--- src/include/rpp_map.svh ---
// Purpose: constants for the rapid pin port
// Assumes: word offsets on the local platform bus, byte addresses
// Notes: block decodes a small window of its own
// Functional notes
// - sixteen pins, slave on local bus
// - byte, word, longword accesses with lanes
// - every access done in one cycle
// - set, clear, toggle alias addresses
// - separate direction and pin enable registers
// - read pins where direction is zero, data register where one; write data drives outputs
// - zero wait states, no interrupt
`ifndef RPP_MAP_SVH
`define RPP_MAP_SVH
// ======================================================
// register map
`define RPP_OFF_DIR    4'h0
`define RPP_OFF_DATA   4'h4
`define RPP_OFF_ENB    4'h8
`define RPP_OFF_CLR    4'hc
`define RPP_OFF_SET    4'h4
`define RPP_OFF_TOG    4'hc
`define RPP_BANK_MAIN  1'b0
`define RPP_BANK_ALT   1'b1
`define RPP_DIR_RST    16'h0000
`define RPP_DATA_RST   16'h0000
`define RPP_ENB_RST    16'h0000
`define RPP_WORD_HI    1'b0
// ======================================================
// address fields
`define RPP_BANK_BIT   4
`define RPP_WOFF_HI    3
`define RPP_WOFF_LO    2
`define RPP_WOFF_PAD   2'h0
`define RPP_HALF_BIT   1
`define RPP_BYTE_BIT   0
// ======================================================
// byte lane masks, lane 3 is bus bits 31:24
`define RPP_LANE_BYTE0 4'h8
`define RPP_LANE_HI    4'hc
`define RPP_LANE_LO    4'h3
`define RPP_LANE_ALL   4'hf
`define RPP_RDATA_RST  32'h0000_0000
`endif

--- src/include/rpp_pkg.sv ---
// Purpose: types for the rapid pin port
// Assumes: constants come from rpp_map.svh
// Notes: one state struct per module
package rpp_pkg;
   typedef enum logic [1:0] {
      RPP_SZ_BYTE = 2'h0,
      RPP_SZ_HALF = 2'h1,
      RPP_SZ_WORD = 2'h2
   } rpp_size_t;

   typedef enum logic [2:0] {
      RPP_OP_WRITE = 3'h1,
      RPP_OP_SET   = 3'h2,
      RPP_OP_CLR   = 3'h4
   } rpp_op_t;

   typedef struct packed {
      logic [15:0] dir;
      logic [15:0] data;
      logic [15:0] enb;
      logic [31:0] rdata;
   } rpp_state_t;

   typedef struct packed {
      logic [15:0] s1;
      logic [15:0] s2;
   } rpp_sync_state_t;
endpackage

--- src/rtl/rpp_port.sv ---
// Purpose: rapid pin port, 16-bit gpio on the local platform bus
// Assumes: bus presents address, size and write data in the data phase
// Notes: no wait states; no interrupt output exists
`timescale 1ns/1ps
`include "rpp_map.svh"
module rpp_port #(
   parameter int PINS = 16
) (
   input  wire logic            clk_sys_in,
   input  wire logic            arst_n_in,
   input  wire logic            bus_sel_in,
   input  wire logic            bus_wr_in,
   input  wire logic [4:0]      bus_addr_in,
   input  wire logic [1:0]      bus_size_in,
   input  wire logic [31:0]     bus_wdata_in,
   output logic      [31:0]     bus_rdata_out,
   output logic                 bus_ready_out,
   output logic                 bus_err_out,
   input  wire logic [PINS-1:0] pin_in,
   output logic      [PINS-1:0] pin_out,
   output logic      [PINS-1:0] pin_oe_out,
   output logic      [PINS-1:0] pin_en_out
);
   // ======================================================
   // state: registers live in one struct, next copy built below
   rpp_pkg::rpp_state_t st_q;
   rpp_pkg::rpp_state_t st_d;

   // ======================================================
   // decode and datapath nets
   logic [PINS-1:0]     pin_sync;
   logic                alt;
   logic [3:0]          woff;
   logic                wr_go;
   logic                rd_go;

   logic                hit_dir;
   logic                hit_data;
   logic                hit_enb;
   logic                hit_clr;
   logic                hit_set;
   logic                hit_tog;
   logic                hit_rdata;

   logic [3:0]          lane;
   logic [31:0]         bmask;
   logic [15:0]         m_lo;
   logic [15:0]         m_hi;
   logic [15:0]         w_lo;
   logic [15:0]         w_hi;
   logic [15:0]         wmask;
   logic [15:0]         wval;

   logic [15:0]         rd_pins;
   logic [15:0]         dir_nx;
   logic [15:0]         data_nx;
   logic [15:0]         enb_nx;
   logic [15:0]         rsel;
   logic [31:0]         rword;

   // ======================================================
   // pin input synchroniser
   // pins are asynchronous, so nothing reads pin_in before two flops
   rpp_sync #(.WIDTH(PINS)) u_sync (
      .clk_sys_in (clk_sys_in),
      .arst_n_in  (arst_n_in),
      .async_in   (pin_in),
      .sync_out   (pin_sync)
   );

   // ======================================================
   // address decode
   // byte address bits are dropped so narrow accesses hit the same register
   assign alt   = bus_addr_in[`RPP_BANK_BIT];
   assign woff  = {bus_addr_in[`RPP_WOFF_HI:`RPP_WOFF_LO], `RPP_WOFF_PAD};
   assign wr_go = bus_sel_in & bus_wr_in;
   assign rd_go = bus_sel_in & ~bus_wr_in;

   // the alias bank holds set and toggle; clear sits in the main bank
   always_comb begin
      hit_dir  = 1'b0;
      hit_data = 1'b0;
      hit_enb  = 1'b0;
      hit_clr  = 1'b0;
      hit_set  = 1'b0;
      hit_tog  = 1'b0;
      if (alt == `RPP_BANK_MAIN) begin
         unique case (woff)
            `RPP_OFF_DIR:  hit_dir  = 1'b1;
            `RPP_OFF_DATA: hit_data = 1'b1;
            `RPP_OFF_ENB:  hit_enb  = 1'b1;
            `RPP_OFF_CLR:  hit_clr  = 1'b1;
            default:       hit_dir  = 1'b0;
         endcase
      end else begin
         unique case (woff)
            `RPP_OFF_SET:  hit_set  = 1'b1;
            `RPP_OFF_TOG:  hit_tog  = 1'b1;
            default:       hit_set  = 1'b0;
         endcase
      end
   end

   // alias addresses read back as the data view
   assign hit_rdata = hit_data | hit_clr | hit_set | hit_tog;

   // ======================================================
   // byte lanes, big-endian on the bus
   always_comb begin
      unique case (rpp_pkg::rpp_size_t'(bus_size_in))
         rpp_pkg::RPP_SZ_BYTE: lane = `RPP_LANE_BYTE0 >> bus_addr_in[`RPP_HALF_BIT:`RPP_BYTE_BIT];
         rpp_pkg::RPP_SZ_HALF: lane = bus_addr_in[`RPP_HALF_BIT] ? `RPP_LANE_LO : `RPP_LANE_HI;
         default:              lane = `RPP_LANE_ALL;
      endcase
   end

   // one mask byte per bus lane
   generate
      for (genvar i = 0; i < 4; i++) begin : g_lane
         assign bmask[i*8 +: 8] = {8{lane[i]}};
      end
   endgenerate

   // ======================================================
   // write data merge
   // each register is 16 bits in the low half; the high half is a free mirror
   // both halves are or-merged, so a longword with different halves sets the union
   assign m_hi  = bmask[31:16];
   assign m_lo  = bmask[15:0];
   assign w_hi  = bus_wdata_in[31:16];
   assign w_lo  = bus_wdata_in[15:0];
   assign wmask = m_lo | m_hi;
   assign wval  = (w_lo & m_lo) | (w_hi & m_hi);

   // ======================================================
   // per-pin read view
   // direction one reads the driven value, zero the synchronised pin
   generate
      for (genvar p = 0; p < PINS; p++) begin : g_pin
         assign rd_pins[p] = st_q.dir[p] ? st_q.data[p] : pin_sync[p];
      end
   endgenerate

   // ======================================================
   // register writes
   // alias stores touch only the data register, no read-modify-write needed
   // a clear takes the masked ones, so unselected lanes are left alone
   always_comb begin
      dir_nx  = st_q.dir;
      data_nx = st_q.data;
      enb_nx  = st_q.enb;
      if (wr_go) begin
         if (hit_dir) begin
            dir_nx = (st_q.dir & ~wmask) | wval;
         end
         if (hit_enb) begin
            enb_nx = (st_q.enb & ~wmask) | wval;
         end
         if (hit_data) begin
            data_nx = (st_q.data & ~wmask) | wval;
         end
         if (hit_set) begin
            data_nx = st_q.data | wval;
         end
         if (hit_clr) begin
            data_nx = st_q.data & ~wval;
         end
         if (hit_tog) begin
            data_nx = st_q.data ^ wval;
         end
      end
   end

   // ======================================================
   // read word
   // unselected lanes and unmapped offsets return zero
   always_comb begin
      rsel = 16'h0000;
      if (rd_go) begin
         if (hit_dir) begin
            rsel = st_q.dir;
         end else if (hit_enb) begin
            rsel = st_q.enb;
         end else if (hit_rdata) begin
            rsel = rd_pins;
         end
      end
      rword = {rsel, rsel} & bmask;
   end

   // ======================================================
   // next state
   // rdata reloads every cycle, so it reads zero when idle
   always_comb begin
      st_d       = st_q;
      st_d.dir   = dir_nx;
      st_d.data  = data_nx;
      st_d.enb   = enb_nx;
      st_d.rdata = rword;
   end

   // read data is registered, so it stands in the cycle after the access
   always_ff @(posedge clk_sys_in or negedge arst_n_in) begin
      if (!arst_n_in) begin
         st_q.dir   <= `RPP_DIR_RST;
         st_q.data  <= `RPP_DATA_RST;
         st_q.enb   <= `RPP_ENB_RST;
         st_q.rdata <= `RPP_RDATA_RST;
      end else begin
         st_q <= st_d;
      end
   end

   // ======================================================
   // outputs
   // ready is tied, so every access completes in one data phase
   // no interrupt exists: pin edges are only seen through reads
   // drive needs both direction and enable; data alone only sets the level
   assign bus_rdata_out = st_q.rdata;
   assign bus_ready_out = 1'b1;
   assign bus_err_out   = 1'b0;
   assign pin_out       = st_q.data;
   assign pin_oe_out    = st_q.dir & st_q.enb;
   assign pin_en_out    = st_q.enb;
endmodule // rpp_port

--- src/rtl/rpp_sync.sv ---
// Purpose: two-stage synchroniser for the pin inputs
// Assumes: pins are asynchronous to clk_sys_in
// Notes: first stage read only by the second
`timescale 1ns/1ps
module rpp_sync #(
   parameter int WIDTH = 16
) (
   input  wire logic             clk_sys_in,
   input  wire logic             arst_n_in,
   input  wire logic [WIDTH-1:0] async_in,
   output logic      [WIDTH-1:0] sync_out
);
   rpp_pkg::rpp_sync_state_t st_q;
   rpp_pkg::rpp_sync_state_t st_d;

   always_comb begin
      st_d.s1 = async_in;
      st_d.s2 = st_q.s1;
   end

   always_ff @(posedge clk_sys_in or negedge arst_n_in) begin
      if (!arst_n_in) begin
         st_q <= '0;
      end else begin
         st_q <= st_d;
      end
   end

   assign sync_out = st_q.s2;
endmodule // rpp_sync

--- config.mk ---
export PLATFORM = sky130hd
export DESIGN_NAME = rpp_port
export DESIGN_NICKNAME = d
export VERILOG_FILES = /design/src/include/rpp_pkg.sv /design/src/rtl/rpp_port.sv /design/src/rtl/rpp_sync.sv
export VERILOG_INCLUDE_DIRS = /design/src /design/src/include
export SDC_FILE = /design/constraint.sdc
export NUM_CORES = 1
export LEC_CHECK = 0
export BUFFER_PORTS_ARGS = -buffer_cell sky130_fd_sc_hd__buf_2
export CAP_MARGIN = 20
export CORE_MARGIN = 8
export CORE_UTILIZATION = 45
export CTS_CLUSTER_DIAMETER = 200
export CTS_CLUSTER_SIZE = 25
export DETAILED_ROUTE_END_ITERATION = 10
export GPL_ROUTABILITY_DRIVEN = 0
export GPL_TIMING_DRIVEN = 0
export PLACE_DENSITY = 0.76
export RECOVER_POWER = 50
export SYNTH_ARGS = -nofsm -noshare
export SYNTH_HDL_FRONTEND = slang
export SYNTH_SLANG_ARGS = --single-unit
--- constraint.sdc ---
create_clock -name clk_sys_in -period 2.5 [get_ports clk_sys_in]
set_clock_uncertainty 0.1 [all_clocks]
set_input_delay 0 -clock clk_sys_in [delete_from_list [all_inputs] [get_ports clk_sys_in]]
set_output_delay 0 -clock clk_sys_in [all_outputs]
set_load 0.01 [all_outputs]
==> metrics.yaml <==
status: "finished, final reports clean"
first_pass_iters: 5
hold_start: "bus_addr_in[4]"
yosys_warnings: 0
worst_slew_pin_slew_ns: 0.948
tns_ns: 0
synth_edf_count: 0
critical_path.endpoint_type: "flip-flop"
final_common_cell: "dfrtp_1"
synthCells: 572
route.detailed.drc: 0
dp_hpwl_um: 12200
yosys-top-cells-area: "dfrtp_1 (48%), buf_4 (8.7%), a22o_1 (4.8%), o21ai_0 (4.1%), o211ai_1 (4.0%)"
fillers: 1126
clock.fmax_mhz: 600
grt_pass1_vias: 5170
area_growth_pct: 22.9
grt_use_total_pct: 20.4
io_pins: 141
synth_area_mm2: 0.00585
grt_first_pass_wirelength_um: 26500
maxSlewHeadroom_pct: 36.8
synth_top_area_cell: "dfrtp_1"
powerDensity_mw_per_mm2: 693
post-place-ws_ns: 0.521
cts_sinks: 112
grt_overflow_total: 0
period_share_pct: 66.7
portBuffers: 137
final_cell_mix: "dfrtp_1 (112), buf_2 (111), buf_4 (68)"
initial_core_util_pct: 46.2
dieHeight_um: 130
cts_tree: "built"
wl_per_cell_um: 18.4
htreeDepth: 3
die_width_um: 130
leakage_nw: 3.56
grt_max_degree: 79
ir_drop_mv: 0.323
syn_nets: 647
hold_class: "in2reg"
critPathRequiredTime_ns: 2.62
ant_nets: 0
antenna_cells: 0
path_max_fanout: 10
drv_slew: 0
critical_path_arrival_ns: 1.79
cp-start-kind: "input port"
clk_pin_slew_ns: 0.07
setup_ws_ns: 0.833
seq_area_frac_synth_pct: 47.9
wl_um: 16800
synth_top_area_share_pct: 47.9
rr_worst_depth: 5
period_needed_ns: 1.67
r2r_slack_ns: 1.10
drtIter0Drc: 444
cts_inserted_buffers: 9
setup-violations-final: 0
vias: 4943
synthFlopType: "dfrtp_1"
worstHoldEndpoint: "bus_rdata_out[19]"
r2r_start: "pin_out[14]"
core_mm2: 0.0127
clock-root-buffer: "clkbuf_16"
rows: 41
vias_per_cell: 5.41
cap_violations: 0
final_nets: 813
die-area_mm2: 0.0169
syn_area_per_cell_um2: 10.2
antenna_found_initial: 0
post-cts-setup-buffers: 0
hold_viol: 0
yosysUniqueCellTypes: 36
rsz0062_at_grt: "no"
worstHoldPathCells: 5
crit_type: "in2reg"
ys_async_sr_fraction_pct: 100
clk_latency_ns: 0.35
reg2reg_to: "pin_out[14]"
cts_max_path_buffers: 2
ys_ff_latch: 112
drive_gt1_share_pct: 28.6
==> area by class of cell <==
class                           count  area, um^2  area share (%)
Buffer                             93         647            9.00
Clock buffer                       11         253            3.52
Clock inverter                      4        27.5           0.383
Inverter                           34         128            1.78
Multi-Input combinational cell    333        2270            31.6
Sequential cell                   112        2800            39.0
Tap cell                          172         215            2.99
Timing Repair Buffer              155         842            11.7
==> sequential cells by signal, summed over array words and instances, names as in the netlist <==
register and count:
bus_rdata_out 32, u_sync.sync_out 16, st_q 16, pin_out 16
u_sync.st_d 16, pin_en_out 16
==> worst max-delay path: stages <==
cell      delay (ns)
buf_2           0.11
nor2b_1         0.12
buf_2           0.18
o21ai_0         0.64
inv_1           0.10
ha_1            0.21
inv_1           0.05
o21ai_0         0.08
o311ai_0        0.15
o211ai_1        0.14
==> cells in the mapped netlist, types with 4 or more instances <==
cell type  instances
dfrtp_1          112
buf_4             68
nor2_1            54
o21ai_0           48
nand2_1           35
inv_1             34
a22o_1            32
o211ai_1          31
a211o_1           16
a21boi_0          16
and2_1            16
ha_1              16
mux2i_1           16
nand3b_1          16
o311ai_0          14
clkbuf_1           9
buf_2              8
buf_6              4
nand2_4            4
==> metal layers <==
layer	wire length, um	global-route usage, %	up-vias
met5	0	0	-
li1	-	-	2275
met4	337	7.31	0
met2	8150	33.4	230
met3	1450	5.10	34
met1	6900	25.5	2404
==> report_power, final <==
group	switching [mW]	internal (mW)	total, mW
registers	0.291	2.05	2.34
clock network	0.641	0.729	1.37
logic	0.606	0.664	1.27
==> timing repair <==
action	4_1_cts	5_1_grt
endpoints found under the hold margin	128	0
gates resized for setup	0	0
hold buffers	17	0
==> logic make-up after synthesis <==
group / count (synthesis) / share of synthesized area (%)
other cells: 2 / 0.128
fa+ha+maj: 16 / 3.42
compound gates: 163 / 20.4
simple gates: 136 / 12.2
buf+inv: 127 / 13.2
mux: 16 / 2.74
flops: 112 / 47.9
==> metrics by stage <==
step	std cells	instance area [um^2]	hold slack, ns	total power [mW]	utilization [%]
after floorplan	572	5850	-0.396	3.08	-
after detailed placement	882	6780	-0.105	3.62	53.5
after global placement	881	6750	0.00958	3.55	53.3
final	914	7190	0.104	4.98	56.7
after global routing	914	7190	0.121	5.25	56.7
after CTS	914	7230	0.0642	5.00	57.1
==> worst max path at each step <==
stage	startpoint	to	slack, ns	depth (start not counted)
2_1_floorplan	bus_addr_in[1]	pin_out[0]	1.09	9
3_3_place_gp	arst_n_in	u_sync.st_d[12]	0.14	1
3_5_place_dp	bus_size_in[1]	pin_out[14]	0.52	10
4_1_cts	bus_addr_in[0]	pin_out[2]	0.88	9
5_1_grt	bus_size_in[1]	pin_out[10]	0.66	10
6_report	bus_addr_in[0]	pin_out[14]	0.83	10
Note: power is estimated with default switching activity, not from simulation.
